`src/self_test_pkg.sv`:
```
// Constants for the self-test result flag bank and its serial frame port
// Operation
// (RULE1) First result register at 0x0D; 16-bit frame, 5-bit address.
// (RULE2) Second result register at 0x0E holds four flags in data bits 4..1.
// (RULE3) Bit D7 of first register reports the built-in self-test failure.
// (RULE4) Bit D6 of first register reports thermal monitor check failure.
// (RULE5) Bits D5/D4 report pre-regulator over/under check failures.
// (RULE6) Bits D3/D2 report MCU supply over/under check failures.
// (RULE7) Bits D1/D0 report general regulator over/under check failures.
// (RULE8) Second register bits 4/3 report sensor A over/under failures.
// (RULE9) Second register bits 2/1 report sensor B over/under failures.
// (RULE10) Set flags stay set until host writes 1; new failure sets again.
// (RULE11) Unused bits read 0, ignore writes; all flags clear on reset.
package self_test_pkg;

  // Frame layout
  localparam int        FRAME_W      = 16;
  localparam int        ADDR_HI      = 15;
  localparam int        ADDR_LO      = 11;
  localparam int        TYPE_POS     = 10;
  localparam int        DATA_HI      = 8;
  localparam int        DATA_LO      = 1;
  localparam int        PARITY_POS   = 0;
  localparam logic [4:0] BIT_COUNT_FULL = 5'h10;

  // Register map
  localparam logic [4:0] ADDR_RESULT_A = 5'h0D;
  localparam logic [4:0] ADDR_RESULT_B = 5'h0E;

  // Field positions, first register
  localparam int POS_BUILTIN      = 7;
  localparam int POS_THERMAL      = 6;
  localparam int POS_PREREG_OVER  = 5;
  localparam int POS_PREREG_UNDER = 4;
  localparam int POS_MCU_OVER     = 3;
  localparam int POS_MCU_UNDER    = 2;
  localparam int POS_GEN_OVER     = 1;
  localparam int POS_GEN_UNDER    = 0;

  // Field positions, second register
  localparam int POS_SENS_A_OVER  = 4;
  localparam int POS_SENS_A_UNDER = 3;
  localparam int POS_SENS_B_OVER  = 2;
  localparam int POS_SENS_B_UNDER = 1;

  // Implemented bits and reset values
  localparam logic [7:0] MASK_RESULT_A  = 8'hFF;
  localparam logic [7:0] MASK_RESULT_B  = 8'h1E;
  localparam logic [7:0] RESET_RESULT_A = 8'h00;
  localparam logic [7:0] RESET_RESULT_B = 8'h00;

  // Frame type bit value for a write
  localparam logic       TYPE_WRITE     = 1'b1;

endpackage

```
`src/self_test_result_flags.sv`:
```
// Sticky self-test result flags behind the serial register frame port
`timescale 1ns/1ps
module self_test_result_flags
  import self_test_pkg::*;
(
  // Clock and reset
  input  wire logic clk_sys,
  input  wire logic srst,
  // Serial register pins
  input  wire logic sck,
  input  wire logic cs_n,
  input  wire logic sdi,
  output logic      sdo,
  output logic      sdo_oe_n,
  // Self-check failure events, first register
  input  wire logic builtin_test_failed,
  input  wire logic thermal_check_failed,
  input  wire logic prereg_over_check_failed,
  input  wire logic prereg_under_check_failed,
  input  wire logic mcu_rail_over_check_failed,
  input  wire logic mcu_rail_under_check_failed,
  input  wire logic general_rail_over_check_failed,
  input  wire logic general_rail_under_check_failed,
  // Self-check failure events, second register
  input  wire logic sensor_a_over_check_failed,
  input  wire logic sensor_a_under_check_failed,
  input  wire logic sensor_b_over_check_failed,
  input  wire logic sensor_b_under_check_failed,
  // Flag state
  output logic      any_check_failed
);

  logic               frame_valid;
  logic [FRAME_W-1:0] frame_word;
  logic [FRAME_W-1:0] tx_word_q;
  logic [7:0]         flags_a_q;
  logic [7:0]         flags_b_q;
  logic [7:0]         flags_a_d;
  logic [7:0]         flags_b_d;
  logic [7:0]         set_a;
  logic [7:0]         set_b;
  logic [7:0]         clr_a;
  logic [7:0]         clr_b;
  logic [4:0]         addr;
  logic [7:0]         wdata;
  logic               frame_ok;
  logic               wr_a;
  logic               wr_b;

  // Odd parity over a whole frame
  function automatic logic parity_ok(input logic [FRAME_W-1:0] w);
    parity_ok = ^w;
  endfunction

  // Read value of an addressed register
  function automatic logic [7:0] read_reg(input logic [4:0] a,
                                          input logic [7:0] ra,
                                          input logic [7:0] rb);
    if (a == ADDR_RESULT_A) begin
      read_reg = ra & MASK_RESULT_A;
    end else if (a == ADDR_RESULT_B) begin
      read_reg = rb & MASK_RESULT_B;
    end else begin
      read_reg = 8'h00;
    end
  endfunction

  serial_frame_port u_port (
    .clk_sys     (clk_sys),
    .srst        (srst),
    .sck         (sck),
    .cs_n        (cs_n),
    .sdi         (sdi),
    .sdo         (sdo),
    .sdo_oe_n    (sdo_oe_n),
    .tx_word     (tx_word_q),
    .frame_valid (frame_valid),
    .frame_word  (frame_word)
  );

  // Frame decode
  assign addr     = frame_word[ADDR_HI:ADDR_LO];
  assign wdata    = frame_word[DATA_HI:DATA_LO];
  assign frame_ok = frame_valid && parity_ok(frame_word);
  assign wr_a = frame_ok && (frame_word[TYPE_POS] == TYPE_WRITE)
                && (addr == ADDR_RESULT_A); // see (RULE1)
  assign wr_b = frame_ok && (frame_word[TYPE_POS] == TYPE_WRITE)
                && (addr == ADDR_RESULT_B); // see (RULE2)

  // Event mapping onto flag positions
  always_comb begin
    set_a = 8'h00;
    set_b = 8'h00;
    set_a[POS_BUILTIN]      = builtin_test_failed;            // see (RULE3)
    set_a[POS_THERMAL]      = thermal_check_failed;           // see (RULE4)
    set_a[POS_PREREG_OVER]  = prereg_over_check_failed;       // see (RULE5)
    set_a[POS_PREREG_UNDER] = prereg_under_check_failed;      // see (RULE5)
    set_a[POS_MCU_OVER]     = mcu_rail_over_check_failed;     // see (RULE6)
    set_a[POS_MCU_UNDER]    = mcu_rail_under_check_failed;    // see (RULE6)
    set_a[POS_GEN_OVER]     = general_rail_over_check_failed; // see (RULE7)
    set_a[POS_GEN_UNDER]    = general_rail_under_check_failed; // see (RULE7)
    set_b[POS_SENS_A_OVER]  = sensor_a_over_check_failed;     // see (RULE8)
    set_b[POS_SENS_A_UNDER] = sensor_a_under_check_failed;    // see (RULE8)
    set_b[POS_SENS_B_OVER]  = sensor_b_over_check_failed;     // see (RULE9)
    set_b[POS_SENS_B_UNDER] = sensor_b_under_check_failed;    // see (RULE9)
  end

  // Write-one-to-clear, set wins over clear
  assign clr_a     = wr_a ? (wdata & MASK_RESULT_A) : 8'h00; // see (RULE10)
  assign clr_b     = wr_b ? (wdata & MASK_RESULT_B) : 8'h00; // see (RULE11)
  assign flags_a_d = ((flags_a_q & ~clr_a) | set_a) & MASK_RESULT_A;
  assign flags_b_d = ((flags_b_q & ~clr_b) | set_b) & MASK_RESULT_B;

  always_ff @(posedge clk_sys) begin
    if (srst) begin
      flags_a_q <= RESET_RESULT_A; // see (RULE11)
      flags_b_q <= RESET_RESULT_B; // see (RULE11)
    end else begin
      flags_a_q <= flags_a_d; // see (RULE10)
      flags_b_q <= flags_b_d; // see (RULE10)
    end
  end

  // Reply for next frame: address echo, data before this frame's write
  always_ff @(posedge clk_sys) begin
    if (srst) begin
      tx_word_q <= '0;
    end else if (frame_ok) begin
      tx_word_q <= {addr, 2'b00, read_reg(addr, flags_a_q, flags_b_q),
                    ~^{addr, read_reg(addr, flags_a_q, flags_b_q)}};
    end
  end

  always_ff @(posedge clk_sys) begin
    if (srst) begin
      any_check_failed <= 1'b0;
    end else begin
      any_check_failed <= |{flags_a_d, flags_b_d};
    end
  end
endmodule // self_test_result_flags

```
`src/serial_frame_port.sv`:
```
// Serial frame receiver and transmitter, clock-phase 0, chip select low
`timescale 1ns/1ps
module serial_frame_port
  import self_test_pkg::*;
(
  // Clock and reset
  input  wire logic               clk_sys,
  input  wire logic               srst,
  // Serial pins
  input  wire logic               sck,
  input  wire logic               cs_n,
  input  wire logic               sdi,
  output logic                    sdo,
  output logic                    sdo_oe_n,
  // Frame side
  input  wire logic [FRAME_W-1:0] tx_word,
  output logic                    frame_valid,
  output logic [FRAME_W-1:0]      frame_word
);

  logic [2:0]         sck_sq;
  logic [2:0]         cs_sq;
  logic [1:0]         sdi_sq;
  logic [FRAME_W-1:0] rx_q;
  logic [FRAME_W-1:0] tx_q;
  logic [4:0]         cnt_q;
  logic               sck_rise;
  logic               sck_fall;
  logic               cs_fall;
  logic               cs_rise;

  // Two-stage synchronisers; edges use stages two and three only
  always_ff @(posedge clk_sys) begin
    if (srst) begin
      sck_sq <= 3'h0;
      cs_sq  <= 3'h7;
      sdi_sq <= 2'h0;
    end else begin
      sck_sq <= {sck_sq[1:0], sck};
      cs_sq  <= {cs_sq[1:0], cs_n};
      sdi_sq <= {sdi_sq[0], sdi};
    end
  end

  assign sck_rise = sck_sq[1] & ~sck_sq[2] & ~cs_sq[1];
  assign sck_fall = ~sck_sq[1] & sck_sq[2] & ~cs_sq[1];
  assign cs_fall  = ~cs_sq[1] & cs_sq[2];
  assign cs_rise  = cs_sq[1] & ~cs_sq[2];

  // Receive shift and bit count
  always_ff @(posedge clk_sys) begin
    if (srst) begin
      rx_q  <= '0;
      cnt_q <= 5'h00;
    end else if (cs_fall) begin
      cnt_q <= 5'h00;
    end else if (sck_rise) begin
      rx_q <= {rx_q[FRAME_W-2:0], sdi_sq[1]};
      if (cnt_q != 5'h1F) begin
        cnt_q <= cnt_q + 5'h01;
      end
    end
  end

  // Transmit shift, first bit ready before first rising edge
  always_ff @(posedge clk_sys) begin
    if (srst) begin
      tx_q <= '0;
      sdo  <= 1'b0;
    end else if (cs_fall) begin
      tx_q <= tx_word;
      sdo  <= tx_word[FRAME_W-1];
    end else if (sck_fall) begin
      tx_q <= {tx_q[FRAME_W-2:0], 1'b0};
      sdo  <= tx_q[FRAME_W-2];
    end
  end

  // Output driven only while selected
  always_ff @(posedge clk_sys) begin
    if (srst) begin
      sdo_oe_n <= 1'b1;
    end else begin
      sdo_oe_n <= cs_sq[1];
    end
  end

  // Only complete 16-bit frames are delivered
  always_ff @(posedge clk_sys) begin
    if (srst) begin
      frame_valid <= 1'b0;
      frame_word  <= '0;
    end else begin
      frame_valid <= cs_rise && (cnt_q == BIT_COUNT_FULL);
      if (cs_rise && (cnt_q == BIT_COUNT_FULL)) begin
        frame_word <= rx_q;
      end
    end
  end

endmodule // serial_frame_port

```
`config.mk`:
```
export PLATFORM = sky130hd
export DESIGN_NAME = self_test_result_flags
export DESIGN_NICKNAME = d
export VERILOG_FILES = /design/src/self_test_pkg.sv /design/src/self_test_result_flags.sv /design/src/serial_frame_port.sv
export SDC_FILE = /design/constraint.sdc
export NUM_CORES = 1
export LEC_CHECK = 0
export ABC_AREA = 1
export BUFFER_PORTS_ARGS = -buffer_cell sky130_fd_sc_hd__buf_2
export CORE_MARGIN = 8
export CORE_UTILIZATION = 40
export CTS_CLUSTER_DIAMETER = 80
export DETAILED_ROUTE_END_ITERATION = 16
export SLEW_MARGIN = 20
export SYNTH_ARGS = -nofsm -noshare
export SYNTH_HDL_FRONTEND = slang
export SYNTH_HIERARCHICAL = 1
export SYNTH_SLANG_ARGS = --single-unit
```
`constraint.sdc`:
```
create_clock -name clk_sys -period 4.1 [get_ports clk_sys]
set_input_delay 0.82 -clock clk_sys [delete_from_list [all_inputs] [get_ports clk_sys]]
set_output_delay 0.82 -clock clk_sys [all_outputs]
set_load 0.01 [all_outputs]
```
==> impl_results.md <==
- Critical path peak fanout: 36
- Area of the mapped netlist: 4131 um2
- Post-CTS Resized: 0
- WS Path Type: flop to flop
- Drt total wl: 8508 um
- # DRC: 0
- Initial Util: 0.4057
- Worst vdd ir: 0.1427 mV
- FF-to-FF path depth: 17
- DIE WIDTH: 117.6 um
- Final setup vio count: 0
- Syn Inst Count: 600
- ANT cells: 0
- Pwr per Cell Area: 359.9 nW/um2
- Worst Skew: 0.01060 ns
- Share of layout cells above drive strength 1: 0.08497
- Setup Buffers After CTS: 0
- R2R Setup Slk: 1.43 ns
- Sequential area share after synthesis: 0.4313
- P_int: 1.243 mW
- Final Cycle Share: 0.6514
- Worst min-delay path class: flop to flop
- Post-DR vias/cell: 4.798
- First-pass iteration count of the detailed router: 4
- Gpl congestion: 0.7724
- Pwr Total: 1.606 mW
- Synthesized flop and latch total: 89
- Final max-slew violation count: 0
- Post-synth top area share: 0.4313
- Antenna violations before repair: 0
- CTS tree: built
- I/O Pins: 20
- Slack of the critical path: 1.429 ns
- Rel. slew slack: 0.3217
- Setup crit start kind: flop
- Net switching power: 0.3636 mW
- Via count: 3589
- Met2 Routed Length: ~4000 um
- Warnings, synthesis: 6
- Total of max-cap violations: 0
- Vias in the first global route: 3334
- Clk sinks: 89
- Synth-to-Final Area Change: 8.025%
- WHS: 0.4076 ns
- Cell Rows: 37
- Max Buffers Root-to-Sink: 2
- Critical path, cell by cell: nand2_1 > nand2_1 > nand2_1 > nand2_1 > inv_1 > nand2_1 > nand2_1 > nand2_1 > nand2_2 > nor2_4 > nand4_1 > nand2_1 > nand2_1 > nor2_1 > nand2_1 > nor2_1 > a21oi_1
- CTS HTree Levels: 3
- Clock share of power: 0.410
- Worst-Margin Slew: 1.017 ns
- Switching Share: 0.2263
- Cells taking the most area after synthesis: dfxtp_1 (43%), nand2_1 (17%), nor2_1 (7.0%), a21oi_1 (6.8%), inv_1 (4.5%)
- Fin. Hold Viols: 0
- Worst Hold Depth: 2
- Critical Path RT: 4.31 ns
- # hold bufs at CTS: 0
- DIE HEIGHT: 117.6 um
- Routed WL per cell: 11.37 um
- Reg-to-reg startpoint: u_port/frame_word[10]$_SDFFE_PP0P_
- Port Buffer Count: 19
- Worst path max stage delay: around 0.66 ns
- DP Cell Count: 732
- Crit-path slowest cell: dfxtp_1
- Hold path startpoint: u_port/sck_sq[0]$_SDFF_PP0_
- Die ar.: approximately 14000 um2
- Pin count of the biggest net entering global routing: 56
- Met3 routed WL: 312 um
- Peak Freq: 374.4 MHz
- Logic gate share of total power: 0.039
- Max layer used: met4
- CP dominant cell by count: nand2_1
- Worst-path clk slew: 0.08 ns
- Antenna Nets Post-Route: 0
- Nets: 630
- Total CTS buffers: 9
- All-Layer GR Usage: 0.1286
- Final min period: approximately 2.7 ns
- Setup_tns: 0 ns
- Area leader, netlist: dfxtp_1
- Distinct cell type count after synthesis: 27
- DRT iter0 DRCs: around 240
- Global-route wire length before repair: 15100 um
- Status: finished clean
- Final HPWL DP: 6012 um
- Core area: between 10000 and 15000 um2
- Pre-CTS WS: 1.449 ns
- Clk root buf: clkbuf_8
- Worst Path Arrival: 2.88 ns
- Layout Cells excl Fill: ~750
- Leakage: about 1.9 nW
- Hold EP: u_port/sck_sq[1]$_SDFF_PP0_
- RSZ-0062 raised after global routing: false
- Syn avg cell area: 6.886 um2
- CP Capture Type: flop
- Seq pwr share: 0.551
- R2r endpoint: any_check_failed$_SDFF_PP0_
- GRT overflow: 0
- Clock Latency Late Sink: 0.37 ns
- Met1 Wirelength: 4115 um
-- through the flow --
stage                       util  area [um2]
after floorplan                -        4135
after global placement    0.4168        4245
after detailed placement  0.4168        4245
after CTS                 0.4382        4463
after global routing      0.4382        4463
final                     0.4382        4463
-- worst max path at each step --
stage / from / to / cells past startpoint
finish: u_port/frame_word[10]$_SDFFE_PP0P_ / any_check_failed$_SDFF_PP0_ / 17
global route: u_port/frame_word[10]$_SDFFE_PP0P_ / any_check_failed$_SDFF_PP0_ / 17
CTS: u_port/frame_word[10]$_SDFFE_PP0P_ / any_check_failed$_SDFF_PP0_ / 17
detailed placement: u_port/frame_word[10]$_SDFFE_PP0P_ / any_check_failed$_SDFF_PP0_ / 17
global placement: u_port/frame_word[10]$_SDFFE_PP0P_ / any_check_failed$_SDFF_PP0_ / 17
floorplan: u_port/frame_word[13]$_SDFFE_PP0P_ / tx_word_q[0]$_SDFFE_PP0N_ / 10
-- cell usage after synthesis --
master,instances
xnor2_1,5
buf_2,6
buf_4,4
nand2_2,4
a21oi_2,1
inv_1,50
nor2_1,77
clkbuf_2,1
nand4_1,13
clkbuf_4,1
conb_1,1
nand2_4,1
o21ai_0,36
nand2_1,185
clkbuf_1,5
buf_1,2
nor2_4,4
or2_2,2
a21oi_1,56
nand3_1,34
inv_2,3
xor2_1,6
nand3_2,1
buf_6,5
dfxtp_1,89
nor2_2,2
ha_1,6
-- logic make-up after synthesis --
| group | count (synthesis) | synth area share |
|---|---|---|
| XOR/XNOR | 11 | 0.02332 |
| AO/OA/AOI/OAI | 93 | 0.1136 |
| flip-flops | 89 | 0.4313 |
| AND/OR/NAND/NOR | 323 | 0.3271 |
| other | 1 | 0.0009077 |
| buffers and inverters | 77 | 0.08571 |
| adder cells (fa/ha/maj) | 6 | 0.01817 |
-- flip-flops by register name (all words and copies together) (netlist names), 2 cells and up --
register,flops
flags_b_q,4
u_port/sdi_sq,2
u_port/cnt_q,5
u_port/sck_sq,3
flags_a_q,8
u_port/tx_q,15
u_port/frame_word,16
u_port/cs_sq,3
tx_word_q,14
u_port/rx_q,16
-- cell usage in the layout, fill, tap and decap left out --
cell type   synthesis  routed
xnor2_1             5       5
nor2_2              2       2
nand3_1            34      34
a21oi_1            56      56
ha_1                6       6
nand3_2             1       1
clkinv_4            0       1
clkbuf_8            0       9
inv_6               0       1
o21ai_0            36      36
nand2_1           185     185
nor2_1             77      77
nand2_4             1       1
bufinv_16           0       2
dfxtp_1            89      89
buf_2               6      19
clkinv_2            0       1
inv_2               3       3
clkbuf_1            5       1
nor2_4              4       4
nand4_1            13      13
conb_1              1       2
xor2_1              6       6
or2_2               2       2
a21oi_2             1       1
inv_1              50      50
clkinvlp_4          0       1
nand2_2             4       4
-- power by group through the flow --
| stage | Combinational [mW] | Clock [mW] | Sequential, mW |
|---|---|---|---|
| detailed placement | 0.0629 | 0 | 0.906 |
| floorplan | 0.0456 | 0 | 0.903 |
| global placement | 0.0616 | 0 | 0.906 |
| global route | 0.0713 | 0.723 | 0.887 |
| CTS | 0.0632 | 0.681 | 0.886 |
| finish | 0.0622 | 0.659 | 0.885 |
-- routing by layer --
metal,up-vias,global-route usage
met4,0,0.07126
met5,-,0
met3,14,0.02302
li1,1914,-
met1,1613,0.1601
met2,48,0.2065
-- cell type report --
| cell class | count | area [um2] |
|---|---|---|
| Sequential cell | 89 | 1782 |
| Timing Repair Buffer | 19 | 95.09 |
| Fill cell | 1087 | 5722 |
| Inverter | 53 | 198.9 |
| Clock inverter | 6 | 90.09 |
| Clock buffer | 10 | 127.6 |
| Tap cell | 136 | 170.2 |
| Multi-Input combinational cell | 435 | 1999 |
-- worst max-delay path: cells and delay by family (launching register included) --
family          cells  cell delay (ns)
compound gates      1             0.06
flops               1             0.66
simple gates       15             1.73
buf+inv             1             0.06
Power figures use the tool's default switching activity.
